$ cat config.mk
export PLATFORM = sky130hd
export DESIGN_NAME = cae_exec
export DESIGN_NICKNAME = d
export VERILOG_FILES = /design/src/cae_pkg.sv /design/src/cae_mult.sv /design/src/cae_cond.sv /design/src/cae_exec.sv
export VERILOG_INCLUDE_DIRS = /design/src
export SDC_FILE = /design/constraint.sdc
export NUM_CORES = 1
export LEC_CHECK = 0
export ABC_AREA = 0
export BUFFER_PORTS_ARGS = -buffer_cell sky130_fd_sc_hd__buf_2
export CORE_MARGIN = 1
export CORE_UTILIZATION = 45
export DETAILED_ROUTE_END_ITERATION = 10
export GPL_TIMING_DRIVEN = 0
export PLACE_DENSITY = 0.72
export SLEW_MARGIN = 20
export SYNTH_ARGS = -nofsm -noshare
export SYNTH_HDL_FRONTEND = slang
export SYNTH_SLANG_ARGS = --single-unit
$ cat constraint.sdc
create_clock -name mclk -period 5.9 [get_ports mclk]
set_input_delay 0.59 -clock mclk [delete_from_list [all_inputs] [get_ports mclk]]
set_output_delay 0.59 -clock mclk [all_outputs]
set_load 0.005 [all_outputs]
$ cat src/cae_params.svh
// Functional notes
// - set bits: or immediate, znv, one cycle
// - clear bits: and with ff minus immediate
// - add/subtract one, znv only, carry kept
// - test: and with itself, znv, one cycle
// - zero register znv; all ones no flags
// - multiplies into pair one:zero, z c, two cycles
// - fractional multiplies shift left one, two cycles
// - jumps: relative two, pointer two, absolute three
// - calls three/four, returns four, flags kept
// - compare skip equal: skip next, 1/2/3 cycles
// - compares subtract unstored, set znvch, one cycle
// - skip on register bit clear or set
// - skip on io bit clear or set
// - generic flag branch on chosen status bit
// - branch equal on z one, not equal zero
// - carry branches: lower/high on c
// - minus/plus branches on negative flag
// - signed branches on n xor v
// - half carry branches on h flag
// - transfer branches on t flag
// - overflow branch taken when v is one
`ifndef CAE_PARAMS_SVH
`define CAE_PARAMS_SVH
`define CAE_FLAG_C 0
`define CAE_FLAG_Z 1
`define CAE_FLAG_N 2
`define CAE_FLAG_V 3
`define CAE_FLAG_H 5
`define CAE_FLAG_T 6
`define CAE_ALL_ONES 8'hff
`define CAE_INC_OVF 8'h80
`define CAE_DEC_OVF 8'h7f
`define CAE_CYC_ONE 3'h1
`define CAE_CYC_TWO 3'h2
`define CAE_CYC_THREE 3'h3
`define CAE_CYC_FOUR 3'h4
`define CAE_REG_CTRL 2'h0
`define CAE_REG_STATUS 2'h1
`define CAE_REG_FLAGS 2'h2
`define CAE_CTRL_RST 1'h1
`define CAE_FLAGS_RST 8'h00
`endif

$ cat src/cae_pkg.sv
package cae_pkg;
	typedef enum logic [5:0] {
		op_set_bits_mask, op_clear_bits_mask, op_add_one,
		op_subtract_one, op_test_zero_minus, op_zero_register,
		op_load_all_ones, op_unsigned_product, op_signed_product,
		op_signed_by_unsigned_product, op_fractional_unsigned_product,
		op_fractional_signed_product, op_fractional_mixed_product,
		op_relative_jump, op_pointer_jump, op_absolute_jump,
		op_relative_subroutine_invoke, op_pointer_subroutine_invoke,
		op_absolute_subroutine_invoke, op_subroutine_exit,
		op_interrupt_exit, op_compare_skip_equal, op_compare_registers,
		op_compare_with_carry, op_compare_immediate,
		op_skip_reg_bit_clear, op_skip_reg_bit_high,
		op_skip_io_bit_clear, op_skip_io_bit_high,
		op_branch_flag_high, op_branch_flag_low, op_branch_equal,
		op_branch_not_equal, op_branch_carry_high, op_branch_carry_low,
		op_branch_same_or_higher, op_branch_lower, op_branch_minus,
		op_branch_plus, op_branch_greater_equal_signed,
		op_branch_less_signed, op_branch_half_carry_high,
		op_branch_half_carry_low, op_branch_transfer_high,
		op_branch_transfer_low, op_branch_overflow_high
	} cae_op_t;
	typedef enum logic {st_idle, st_run} cae_state_t;
endpackage : cae_pkg

$ cat src/cae_mult.sv
module cae_mult
	import cae_pkg::*;
(
	input  logic        mclk,
	input  logic        reset,
	input  logic        ce,
	input  logic        start,
	input  logic [7:0]  a,
	input  logic [7:0]  b,
	input  logic        a_signed,
	input  logic        b_signed,
	input  logic        frac,
	output logic [15:0] prod_ff,
	output logic        carry_ff
);
	logic signed [8:0]  ext_a;
	logic signed [8:0]  ext_b;
	logic signed [17:0] full;
	logic        [15:0] raw;

	assign ext_a = {a_signed & a[7], a};
	assign ext_b = {b_signed & b[7], b};
	assign full  = ext_a * ext_b;
	assign raw   = full[15:0];

	always_ff @(posedge mclk) begin
		if (reset) begin
			prod_ff  <= 16'h0000;
			carry_ff <= 1'b0;
		end else if (ce && start) begin
			prod_ff  <= frac ? {raw[14:0], 1'b0} : raw;
			carry_ff <= raw[15];
		end
	end
endmodule : cae_mult

$ cat src/cae_cond.sv
`include "cae_params.svh"
module cae_cond
	import cae_pkg::*;
(
	input  cae_op_t    op,
	input  logic [7:0] status_flags_register,
	input  logic [2:0] flag_sel,
	input  logic [7:0] rd_val,
	input  logic [7:0] rr_val,
	input  logic [2:0] bit_sel,
	input  logic       io_bit_val,
	output logic       is_branch,
	output logic       is_skip,
	output logic       cond_ok
);
	logic sgn_lt;

	assign sgn_lt = status_flags_register[`CAE_FLAG_N] ^ status_flags_register[`CAE_FLAG_V];

	always_comb begin
		is_branch = 1'b1;
		is_skip   = 1'b0;
		cond_ok   = 1'b0;
		case (op)
			op_branch_flag_high:  cond_ok = status_flags_register[flag_sel];
			op_branch_flag_low:   cond_ok = ~status_flags_register[flag_sel];
			op_branch_equal:      cond_ok = status_flags_register[`CAE_FLAG_Z];
			op_branch_not_equal:  cond_ok = ~status_flags_register[`CAE_FLAG_Z];
			op_branch_carry_high,
			op_branch_lower:      cond_ok = status_flags_register[`CAE_FLAG_C];
			op_branch_carry_low,
			op_branch_same_or_higher: cond_ok = ~status_flags_register[`CAE_FLAG_C];
			op_branch_minus:      cond_ok = status_flags_register[`CAE_FLAG_N];
			op_branch_plus:       cond_ok = ~status_flags_register[`CAE_FLAG_N];
			op_branch_greater_equal_signed: cond_ok = ~sgn_lt;
			op_branch_less_signed: cond_ok = sgn_lt;
			op_branch_half_carry_high: cond_ok = status_flags_register[`CAE_FLAG_H];
			op_branch_half_carry_low: cond_ok = ~status_flags_register[`CAE_FLAG_H];
			op_branch_transfer_high: cond_ok = status_flags_register[`CAE_FLAG_T];
			op_branch_transfer_low: cond_ok = ~status_flags_register[`CAE_FLAG_T];
			op_branch_overflow_high: cond_ok = status_flags_register[`CAE_FLAG_V];
			op_compare_skip_equal: begin
				is_branch = 1'b0;
				is_skip   = 1'b1;
				cond_ok   = (rd_val == rr_val);
			end
			op_skip_reg_bit_clear: begin
				is_branch = 1'b0;
				is_skip   = 1'b1;
				cond_ok   = ~rr_val[bit_sel];
			end
			op_skip_reg_bit_high: begin
				is_branch = 1'b0;
				is_skip   = 1'b1;
				cond_ok   = rr_val[bit_sel];
			end
			op_skip_io_bit_clear: begin
				is_branch = 1'b0;
				is_skip   = 1'b1;
				cond_ok   = ~io_bit_val;
			end
			op_skip_io_bit_high: begin
				is_branch = 1'b0;
				is_skip   = 1'b1;
				cond_ok   = io_bit_val;
			end
			default: is_branch = 1'b0;
		endcase
	end
endmodule : cae_cond

$ cat src/cae_exec.sv
`include "cae_params.svh"
module cae_exec
	import cae_pkg::*;
#(
	parameter int PC_W = 13
)
(
	input  logic            mclk,
	input  logic            reset,
	input  logic            ce,
	input  logic            start,
	input  cae_op_t         op,
	input  logic [7:0]      rd_val,
	input  logic [7:0]      rr_val,
	input  logic [7:0]      imm,
	input  logic [2:0]      bit_sel,
	input  logic [2:0]      flag_sel,
	input  logic            io_bit_val,
	input  logic            next_two_word,
	input  logic [11:0]     offset,
	input  logic [PC_W-1:0] abs_addr,
	input  logic [15:0]     z_ptr,
	input  logic [PC_W-1:0] ret_addr,
	input  logic [PC_W-1:0] pc,
	input  logic [1:0]      reg_addr,
	input  logic [7:0]      reg_wdata,
	input  logic            reg_wr,
	input  logic            reg_rd,
	output logic [7:0]      reg_rdata_ff,
	output logic            busy_ff,
	output logic            done_ff,
	output logic [15:0]     result_ff,
	output logic            res_wr_ff,
	output logic            res_pair_ff,
	output logic [7:0]      status_flags_register_ff,
	output logic [PC_W-1:0] pc_next_ff,
	output logic            push_ff,
	output logic [PC_W-1:0] push_addr_ff,
	output logic            pop_ff
);
	function automatic logic [7:0] f_znv(input logic [7:0] s,
		input logic [7:0] r, input logic v);
		logic [7:0] f;
		f = s;
		f[`CAE_FLAG_Z] = (r == 8'h00);
		f[`CAE_FLAG_N] = r[7];
		f[`CAE_FLAG_V] = v;
		return f;
	endfunction : f_znv

	function automatic logic f_is_mul(input cae_op_t o);
		return o inside {op_unsigned_product, op_signed_product,
			op_signed_by_unsigned_product, op_fractional_unsigned_product,
			op_fractional_signed_product, op_fractional_mixed_product};
	endfunction : f_is_mul

	cae_state_t      state_ff;
	cae_state_t      nxt_state;
	logic [2:0]      cnt_ff;
	logic [2:0]      nxt_cnt;
	logic            enable_ff;
	logic [2:0]      last_cyc_ff;
	logic [7:0]      pend_r_ff;
	logic [7:0]      pend_status_flags_register_ff;
	logic            pend_wr_ff;
	logic            pend_mul_ff;
	logic [PC_W-1:0] pend_pc_ff;
	logic            pend_push_ff;
	logic [PC_W-1:0] pend_paddr_ff;
	logic            pend_pop_ff;

	logic            take;
	logic            fin;
	logic            is_branch;
	logic            is_skip;
	logic            cond_ok;
	logic [15:0]     prod_ff;
	logic            mul_c_ff;
	logic            mul_a_s;
	logic            mul_b_s;
	logic            mul_frac;
	logic [PC_W-1:0] pc_inc1;
	logic [PC_W-1:0] pc_inc2;
	logic [PC_W-1:0] pc_inc3;
	logic [PC_W-1:0] pc_rel;
	logic [7:0]      cmp_b;
	logic            cmp_cin;
	logic [8:0]      diff;
	logic [7:0]      dr;
	logic            d_c;
	logic            d_h;
	logic            d_v;
	logic [7:0]      alu_r;
	logic [7:0]      alu_status_flags_register;
	logic            alu_wr;
	logic [PC_W-1:0] alu_pc;
	logic            alu_push;
	logic [PC_W-1:0] alu_paddr;
	logic            alu_pop;
	logic [2:0]      alu_cyc;
	logic [7:0]      fin_r;
	logic [7:0]      fin_status_flags_register;
	logic            fin_mul;
	logic [7:0]      mul_status_flags_register;
	logic [7:0]      rd_mux;
	logic            flags_wr;

	assign take = ce && start && state_ff == st_idle && enable_ff;
	assign fin  = take ? (alu_cyc == `CAE_CYC_ONE)
		: (state_ff == st_run && cnt_ff == 3'h1);

	assign pc_inc1 = pc + PC_W'(1);
	assign pc_inc2 = pc + PC_W'(2);
	assign pc_inc3 = pc + PC_W'(3);
	assign pc_rel  = pc + PC_W'(signed'(offset)) + PC_W'(1);

	assign mul_a_s  = op inside {op_signed_product,
		op_signed_by_unsigned_product, op_fractional_signed_product,
		op_fractional_mixed_product};
	assign mul_b_s  = op inside {op_signed_product,
		op_fractional_signed_product};
	assign mul_frac = op inside {op_fractional_unsigned_product,
		op_fractional_signed_product, op_fractional_mixed_product};

	// compare path: difference is never written back
	assign cmp_b   = (op == op_compare_immediate) ? imm : rr_val;
	assign cmp_cin = (op == op_compare_with_carry) & status_flags_register_ff[`CAE_FLAG_C];
	assign diff    = {1'b0, rd_val} - {1'b0, cmp_b} - {8'h00, cmp_cin};
	assign dr      = diff[7:0];
	assign d_c = (~rd_val[7] & cmp_b[7]) | (cmp_b[7] & dr[7])
		| (dr[7] & ~rd_val[7]);
	assign d_h = (~rd_val[3] & cmp_b[3]) | (cmp_b[3] & dr[3])
		| (dr[3] & ~rd_val[3]);
	assign d_v = (rd_val[7] & ~cmp_b[7] & ~dr[7])
		| (~rd_val[7] & cmp_b[7] & dr[7]);

	cae_cond u_cond (
		.op         (op),
		.status_flags_register       (status_flags_register_ff),
		.flag_sel   (flag_sel),
		.rd_val     (rd_val),
		.rr_val     (rr_val),
		.bit_sel    (bit_sel),
		.io_bit_val (io_bit_val),
		.is_branch  (is_branch),
		.is_skip    (is_skip),
		.cond_ok    (cond_ok)
	);

	cae_mult u_mult (
		.mclk     (mclk),
		.reset    (reset),
		.ce       (ce),
		.start    (take && f_is_mul(op)),
		.a        (rd_val),
		.b        (rr_val),
		.a_signed (mul_a_s),
		.b_signed (mul_b_s),
		.frac     (mul_frac),
		.prod_ff  (prod_ff),
		.carry_ff (mul_c_ff)
	);

	always_comb begin
		alu_r     = rd_val;
		alu_status_flags_register  = status_flags_register_ff;
		alu_wr    = 1'b0;
		alu_pc    = pc_inc1;
		alu_push  = 1'b0;
		alu_paddr = pc_inc1;
		alu_pop   = 1'b0;
		alu_cyc   = `CAE_CYC_ONE;
		case (op)
			op_set_bits_mask: begin
				alu_r    = rd_val | imm;
				alu_wr   = 1'b1;
				alu_status_flags_register = f_znv(status_flags_register_ff, alu_r, 1'b0);
			end
			op_clear_bits_mask: begin
				alu_r    = rd_val & (`CAE_ALL_ONES - imm);
				alu_wr   = 1'b1;
				alu_status_flags_register = f_znv(status_flags_register_ff, alu_r, 1'b0);
			end
			op_add_one: begin
				alu_r    = rd_val + 8'h01;
				alu_wr   = 1'b1;
				alu_status_flags_register = f_znv(status_flags_register_ff, alu_r, alu_r == `CAE_INC_OVF);
			end
			op_subtract_one: begin
				alu_r    = rd_val - 8'h01;
				alu_wr   = 1'b1;
				alu_status_flags_register = f_znv(status_flags_register_ff, alu_r, alu_r == `CAE_DEC_OVF);
			end
			op_test_zero_minus: begin
				alu_r    = rd_val & rd_val;
				alu_status_flags_register = f_znv(status_flags_register_ff, alu_r, 1'b0);
			end
			op_zero_register: begin
				alu_r    = rd_val ^ rd_val;
				alu_wr   = 1'b1;
				alu_status_flags_register = f_znv(status_flags_register_ff, alu_r, 1'b0);
			end
			op_load_all_ones: begin
				alu_r  = `CAE_ALL_ONES;
				alu_wr = 1'b1;
			end
			op_unsigned_product, op_signed_product,
			op_signed_by_unsigned_product, op_fractional_unsigned_product,
			op_fractional_signed_product, op_fractional_mixed_product: begin
				alu_wr  = 1'b1;
				alu_cyc = `CAE_CYC_TWO;
			end
			op_relative_jump: begin
				alu_pc  = pc_rel;
				alu_cyc = `CAE_CYC_TWO;
			end
			op_pointer_jump: begin
				alu_pc  = z_ptr[PC_W-1:0];
				alu_cyc = `CAE_CYC_TWO;
			end
			op_absolute_jump: begin
				alu_pc  = abs_addr;
				alu_cyc = `CAE_CYC_THREE;
			end
			op_relative_subroutine_invoke: begin
				alu_pc   = pc_rel;
				alu_push = 1'b1;
				alu_cyc  = `CAE_CYC_THREE;
			end
			op_pointer_subroutine_invoke: begin
				alu_pc   = z_ptr[PC_W-1:0];
				alu_push = 1'b1;
				alu_cyc  = `CAE_CYC_THREE;
			end
			op_absolute_subroutine_invoke: begin
				alu_pc    = abs_addr;
				alu_push  = 1'b1;
				alu_paddr = pc_inc2;
				alu_cyc   = `CAE_CYC_FOUR;
			end
			op_subroutine_exit, op_interrupt_exit: begin
				alu_pc  = ret_addr;
				alu_pop = 1'b1;
				alu_cyc = `CAE_CYC_FOUR;
			end
			op_compare_registers, op_compare_with_carry,
			op_compare_immediate: begin
				alu_status_flags_register = f_znv(status_flags_register_ff, dr, d_v);
				alu_status_flags_register[`CAE_FLAG_C] = d_c;
				alu_status_flags_register[`CAE_FLAG_H] = d_h;
				if (op == op_compare_with_carry)
					alu_status_flags_register[`CAE_FLAG_Z] = (dr == 8'h00)
						& status_flags_register_ff[`CAE_FLAG_Z];
			end
			default: begin
				if (is_skip && cond_ok) begin
					alu_pc  = next_two_word ? pc_inc3 : pc_inc2;
					alu_cyc = next_two_word ? `CAE_CYC_THREE
						: `CAE_CYC_TWO;
				end else if (is_branch && cond_ok) begin
					alu_pc  = pc_rel;
					alu_cyc = `CAE_CYC_TWO;
				end
			end
		endcase
	end

	// finishing values: straight from decode on a one cycle op
	assign fin_mul  = !take && pend_mul_ff;
	assign mul_status_flags_register = {pend_status_flags_register_ff[7:2], prod_ff == 16'h0000, mul_c_ff};
	assign fin_r    = take ? alu_r : pend_r_ff;
	assign fin_status_flags_register = take ? alu_status_flags_register : (fin_mul ? mul_status_flags_register : pend_status_flags_register_ff);

	always_comb begin
		nxt_state = state_ff;
		nxt_cnt   = cnt_ff;
		if (take && alu_cyc != `CAE_CYC_ONE) begin
			nxt_state = st_run;
			nxt_cnt   = alu_cyc - 3'h1;
		end else if (state_ff == st_run) begin
			nxt_cnt = cnt_ff - 3'h1;
			if (cnt_ff == 3'h1)
				nxt_state = st_idle;
		end
	end

	always_ff @(posedge mclk) begin
		if (reset) begin
			state_ff <= st_idle;
			cnt_ff   <= 3'h0;
			busy_ff  <= 1'b0;
		end else if (ce) begin
			state_ff <= nxt_state;
			cnt_ff   <= nxt_cnt;
			busy_ff  <= (nxt_state == st_run);
		end
	end

	always_ff @(posedge mclk) begin
		if (reset) begin
			pend_r_ff     <= 8'h00;
			pend_status_flags_register_ff  <= `CAE_FLAGS_RST;
			pend_wr_ff    <= 1'b0;
			pend_mul_ff   <= 1'b0;
			pend_pc_ff    <= '0;
			pend_push_ff  <= 1'b0;
			pend_paddr_ff <= '0;
			pend_pop_ff   <= 1'b0;
			last_cyc_ff   <= 3'h0;
		end else if (ce && take) begin
			pend_r_ff     <= alu_r;
			pend_status_flags_register_ff  <= alu_status_flags_register;
			pend_wr_ff    <= alu_wr;
			pend_mul_ff   <= f_is_mul(op);
			pend_pc_ff    <= alu_pc;
			pend_push_ff  <= alu_push;
			pend_paddr_ff <= alu_paddr;
			pend_pop_ff   <= alu_pop;
			last_cyc_ff   <= alu_cyc;
		end
	end

	always_ff @(posedge mclk) begin
		if (reset) begin
			done_ff      <= 1'b0;
			res_wr_ff    <= 1'b0;
			res_pair_ff  <= 1'b0;
			result_ff    <= 16'h0000;
			pc_next_ff   <= '0;
			push_ff      <= 1'b0;
			push_addr_ff <= '0;
			pop_ff       <= 1'b0;
		end else if (ce) begin
			done_ff   <= fin;
			res_wr_ff <= fin && (take ? alu_wr : pend_wr_ff);
			push_ff   <= fin && (take ? alu_push : pend_push_ff);
			pop_ff    <= fin && (take ? alu_pop : pend_pop_ff);
			if (fin) begin
				res_pair_ff  <= fin_mul;
				result_ff    <= fin_mul ? prod_ff : {8'h00, fin_r};
				pc_next_ff   <= take ? alu_pc : pend_pc_ff;
				push_addr_ff <= take ? alu_paddr : pend_paddr_ff;
			end
		end
	end

	// flag register: an instruction update wins over a software write
	assign flags_wr = reg_wr && reg_addr == `CAE_REG_FLAGS;

	always_ff @(posedge mclk) begin
		if (reset) begin
			status_flags_register_ff   <= `CAE_FLAGS_RST;
			enable_ff <= `CAE_CTRL_RST;
		end else if (ce) begin
			if (fin)
				status_flags_register_ff <= fin_status_flags_register;
			else if (flags_wr)
				status_flags_register_ff <= reg_wdata;
			if (reg_wr && reg_addr == `CAE_REG_CTRL)
				enable_ff <= reg_wdata[0];
		end
	end

	always_comb begin
		case (reg_addr)
			`CAE_REG_CTRL:   rd_mux = {7'h00, enable_ff};
			`CAE_REG_STATUS: rd_mux = {4'h0, last_cyc_ff, busy_ff};
			`CAE_REG_FLAGS:  rd_mux = status_flags_register_ff;
			default:         rd_mux = 8'h00;
		endcase
	end

	always_ff @(posedge mclk) begin
		if (reset)
			reg_rdata_ff <= 8'h00;
		else if (ce)
			reg_rdata_ff <= reg_rd ? rd_mux : 8'h00;
	end

	property p_set_mask;
		@(posedge mclk) disable iff (reset)
		take && op == op_set_bits_mask |=> done_ff && res_wr_ff
			&& result_ff[7:0] == ($past(rd_val) | $past(imm));
	endproperty
	a_set_mask: assert property (p_set_mask)
		else $error("set bits result wrong");

	property p_clr_mask;
		@(posedge mclk) disable iff (reset)
		take && op == op_clear_bits_mask |=>
			result_ff[7:0] == ($past(rd_val) & ~$past(imm))
			&& status_flags_register_ff[`CAE_FLAG_V] == 1'b0;
	endproperty
	a_clr_mask: assert property (p_clr_mask)
		else $error("clear bits result wrong");

	property p_inc_carry;
		@(posedge mclk) disable iff (reset)
		take && op inside {op_add_one, op_subtract_one} |=>
			status_flags_register_ff[`CAE_FLAG_C] == $past(status_flags_register_ff[`CAE_FLAG_C]) && done_ff;
	endproperty
	a_inc_carry: assert property (p_inc_carry)
		else $error("increment touched carry");

	property p_ones;
		@(posedge mclk) disable iff (reset)
		take && op == op_load_all_ones |=>
			result_ff[7:0] == 8'hff && status_flags_register_ff == $past(status_flags_register_ff);
	endproperty
	a_ones: assert property (p_ones)
		else $error("all ones load wrong");

	property p_mul_time;
		@(posedge mclk) disable iff (reset)
		take && f_is_mul(op) |=> !done_ff ##0 ce |=> done_ff
			&& res_pair_ff && status_flags_register_ff[`CAE_FLAG_C] == mul_c_ff;
	endproperty
	a_mul_time: assert property (p_mul_time)
		else $error("multiply timing wrong");

	property p_frac_lsb;
		@(posedge mclk) disable iff (reset)
		take && mul_frac ##1 ce |=> result_ff[0] == 1'b0;
	endproperty
	a_frac_lsb: assert property (p_frac_lsb)
		else $error("fractional lsb set");

	property p_abs_jump;
		@(posedge mclk) disable iff (reset)
		take && op == op_absolute_jump ##1 ce ##1 ce |=>
			done_ff && pc_next_ff == $past(abs_addr, 3);
	endproperty
	a_abs_jump: assert property (p_abs_jump)
		else $error("absolute jump wrong");

	property p_cmp_nowr;
		@(posedge mclk) disable iff (reset)
		take && op inside {op_compare_registers, op_compare_immediate}
			|=> done_ff && !res_wr_ff
			&& status_flags_register_ff[`CAE_FLAG_Z] == ($past(diff[7:0]) == 8'h00);
	endproperty
	a_cmp_nowr: assert property (p_cmp_nowr)
		else $error("compare stored or flag wrong");

	property p_br_not;
		@(posedge mclk) disable iff (reset)
		take && is_branch && !cond_ok |=>
			done_ff && pc_next_ff == $past(pc) + PC_W'(1);
	endproperty
	a_br_not: assert property (p_br_not)
		else $error("untaken branch wrong");

	property p_call_flags;
		@(posedge mclk) disable iff (reset)
		take && op == op_absolute_subroutine_invoke ##1 ce[*3]
			|=> done_ff && push_ff && status_flags_register_ff == $past(status_flags_register_ff, 4);
	endproperty
	a_call_flags: assert property (p_call_flags)
		else $error("direct call timing wrong");
endmodule : cae_exec

==> flow_summary.ini <==
[job]
drv_cap = 0

[clock_network]
cts_buffers = 17
clockBufferDepth = 2
tritoncts = built
clock_sinks = 134
hold_buffers = 0
cts.htree.levels = 4
clk_pin_slew_ns = 0.06
clock-root-buffer = clkbuf_16
clk-insertion-delay-late_ns = 0.43

[setup_path]
cp_num_buf_inv = 6
cp-start-kind = primary input
reg2reg_slack_ns = 0.92
cp.arrival_ns = 6.00
path_cells = buf_2 > buf_2 > buf_2 > nand2b_4 > nand4_1 > nand2b_4 > fa_2 > fa_1 > inv_1 > fa_1 > fa_1 > inv_1 > fa_1 > inv_1 > ha_4 > nand2_1 > o211ai_1 > a31o_2 > a21oi_1 > xnor2_1 > o21ai_0 > a21oi_1
r2r_start = status_flags_register_ff[1]
path_max_fanout = 10
critPathMaxStageDelay_ns = 0.56
cpMostUsedCell = fa_1
required_ns = 6.26
critPathTopFamily = adder cells
r2r_cells = 16
r2r_end = push_addr_ff[5]
crit_path_end_kind = register
crit_type = in -> reg
crit_path_start = op[1]
cp.depth = 22
worst_path_max_delay_cell = fa_1

[power_and_ir_drop]
clock_power_share = 0.324
seq_power_share = 0.274
p_switching_mw = 1.32
combPwrFrac = 0.402
power_mw = 3.54
switching_share = 0.373
ir_worst_vdd_mv = 0.327
power.density_nw_per_um2 = 241
internal-power_mw = 2.22
leakage_nw = 6.14

[synthesis]
synthTopCellsByCount = nand2_1 (165), nor2_1 (146), dfxtp_1 (134)
synth_area_um2 = 12600
synth-seq-cells = 134
yosysSeqAreaShare = 0.214
ys_top_cells_by_area = dfxtp_1 (21%), fa_1 (11%), ha_1 (8.1%), nand2_1 (4.9%), a21oi_1 (4.9%)
syn_nets = 1866
synth-edff-count = 0
yosys_warnings = 0
yosysMostFrequentCell = nand2_1
yosysTopAreaCell = dfxtp_1
ys_async_sr_fraction = 0
netlist_instances = 1598
syn_avg_cell_area_um2 = 7.85
synth.top_cell.area_share = 0.214
synthFlopType = dfxtp_1
ys_types = 97

[timing]
rsz0062_at_grt = no
timing.final.crit_share = 0.956
slew_headroom = 0.324
finalSetupViolCount = 0
finalWorstPathRequiredPeriod_ns = 5.64
fmax_ghz = 0.177
skew_ns = 0.0111
slew_violations = 0
whs_ns = 0.430
worst_pin_slew_ns = 1.01
setup_tns_ns = 0
hold_viol = 0

[die]
die_area_um2 = 28600
initial_core_util = 0.462
die_w_um = 169
die_h_um = 169
rows = 60
io_pins = 185
core_um2 = 27200

[cells_and_area]
nets = 2064
antenna_cells = 0
drive_gt1_frac = 0.165
syn_to_final_growth_pct = 16.9
utilization = 0.540

[outcome]
outcome = finished clean

[route]
viasPerCell = 5.98
drc = 0
wl_um = 46700
drt_first_iter_violations = 1297
drt.antenna.violating_nets = 0
vias = 13000
first_pass_iters = 6
routedWlPerCell_um = 21.4

[hold_path]
hp-start = reg_wdata[0]
hp-class = in -> reg
holdPathStages = 3
holdPathEnd = enable_ff

[grt]
grt_pass1_vias = 12700
antenna_found_initial = 0
grtUsageTotal = 0.327
grt-ovfl-total = 0
grt_pass1_wl_um = 71900
grt_max_degree = 17

[placed_design]
gp_congestion = 1.04
numPortBuffers = 178
dp_hpwl_um = 36700
through the flow:
| step | worst slack (ns) | instance area, um^2 | std cells |
|---|---|---|---|
| after global routing | 0.0208 | 14700 | 2180 |
| after global placement | -1.23 | 13900 | 2148 |
| after CTS | 0.0138 | 14600 | 2181 |
| after floorplan | 0.0328 | 12600 | 1598 |
| final | 0.257 | 14700 | 2180 |
| after detailed placement | -1.26 | 13900 | 2148 |
power groups by stage:
stage / clock network [mW] / registers, mW / logic, mW
6_report: 1.15 / 0.970 / 1.43
5_1_grt: 1.18 / 0.973 / 1.59
4_1_cts: 1.14 / 0.969 / 1.38
3_5_place_dp: 0 / 0.989 / 1.36
3_3_place_gp: 0 / 0.988 / 1.35
2_1_floorplan: 0 / 0.979 / 0.960
what timing repair did:
item / 4_1_cts / 5_1_grt
setup endpoints to repair: 9 / 5
resized for setup: 6 / 26
setup buffers: 2 / 2
pin swaps: 1 / 5
flip-flops by register name (all words and copies together) (netlist names), 3 cells and up:
register,count
status_flags_register_ff,8
result_ff,16
pend_r_ff,8
pend_status_flags_register_ff,8
u_mult.prod_ff,16
cnt_ff,3
pend_paddr_ff,13
push_addr_ff,13
pc_next_ff,13
reg_rdata_ff,8
pend_pc_ff,13
last_cyc_ff,3
worst reg2reg max path, stage by stage (launching register included):
cell and delay (ns):
dfxtp_1 0.47, mux4_1 0.69, a22o_1 0.26, a311oi_2 0.35, and3_1 0.24, buf_6 0.14
buf_6 0.18, o22a_1 0.30, ha_1 0.24, nand3b_1 0.22, o21ai_1 0.20, clkbuf_1 0.40
nand2_1 0.31, clkbuf_1 0.36, a211oi_1 0.37, a21oi_1 0.07, nor2_1 0.10
metal layers:
metal  routed length (um)  global-route usage
met4                 2290               0.157
met2                22200               0.561
met3                 3290              0.0414
met1                18900               0.407
met5                    0                   0
worst max path at each step:
stage / to / slack (ns)
final: u_mult.prod_ff[15] / 0.26
after detailed placement: u_mult.carry_ff / -1.26
after CTS: u_mult.carry_ff / 0.01
after global placement: u_mult.prod_ff[15] / -1.23
after floorplan: u_mult.carry_ff / 0.03
after global routing: u_mult.prod_ff[12] / 0.02
cell type report:
cell class	count	area, um^2
Tap cell	372	465
Multi-Input combinational cell	1240	9080
Clock inverter	13	194
Timing Repair Buffer	183	926
Buffer	103	452
Sequential cell	134	2680
Clock buffer	18	439
Inverter	117	439
Fill cell	2647	12500
logic make-up after synthesis:
group	Yosys count	share of synthesized area
AND/OR/NAND/NOR	567	0.221
buffers and inverters	224	0.0713
XOR/XNOR	84	0.0586
AO/OA/AOI/OAI	413	0.220
multiplexers	29	0.0297
flip-flops	134	0.214
adder cells (fa/ha/maj)	147	0.186
cells in the final DEF (no fill, tap or decap), types with 12 or more instances in the layout:
| cell | Yosys | final |
|---|---|---|
| dfxtp_1 | 134 | 134 |
| o21ai_0 | 78 | 76 |
| and2_1 | 41 | 38 |
| a22oi_1 | 13 | 13 |
| mux2i_1 | 14 | 14 |
| nor4_1 | 14 | 14 |
| xnor2_1 | 59 | 58 |
| nand2_1 | 165 | 164 |
| nand2b_1 | 21 | 19 |
| nor2_1 | 146 | 146 |
| a21oi_1 | 122 | 122 |
| fa_1 | 66 | 64 |
| ha_1 | 81 | 80 |
| a211oi_1 | 34 | 33 |
| xor2_1 | 25 | 24 |
| o22ai_1 | 12 | 12 |
| o211ai_1 | 12 | 12 |
| nor2b_1 | 17 | 16 |
| clkbuf_1 | 80 | 76 |
| clkbuf_16 | 0 | 17 |
| buf_2 | 12 | 187 |
| inv_1 | 117 | 117 |
| nand3_1 | 44 | 44 |
| nand4_1 | 15 | 15 |
| nor3_1 | 42 | 41 |
| a31oi_1 | 18 | 18 |
No activity file was read; power rests on OpenSTA's default activity.
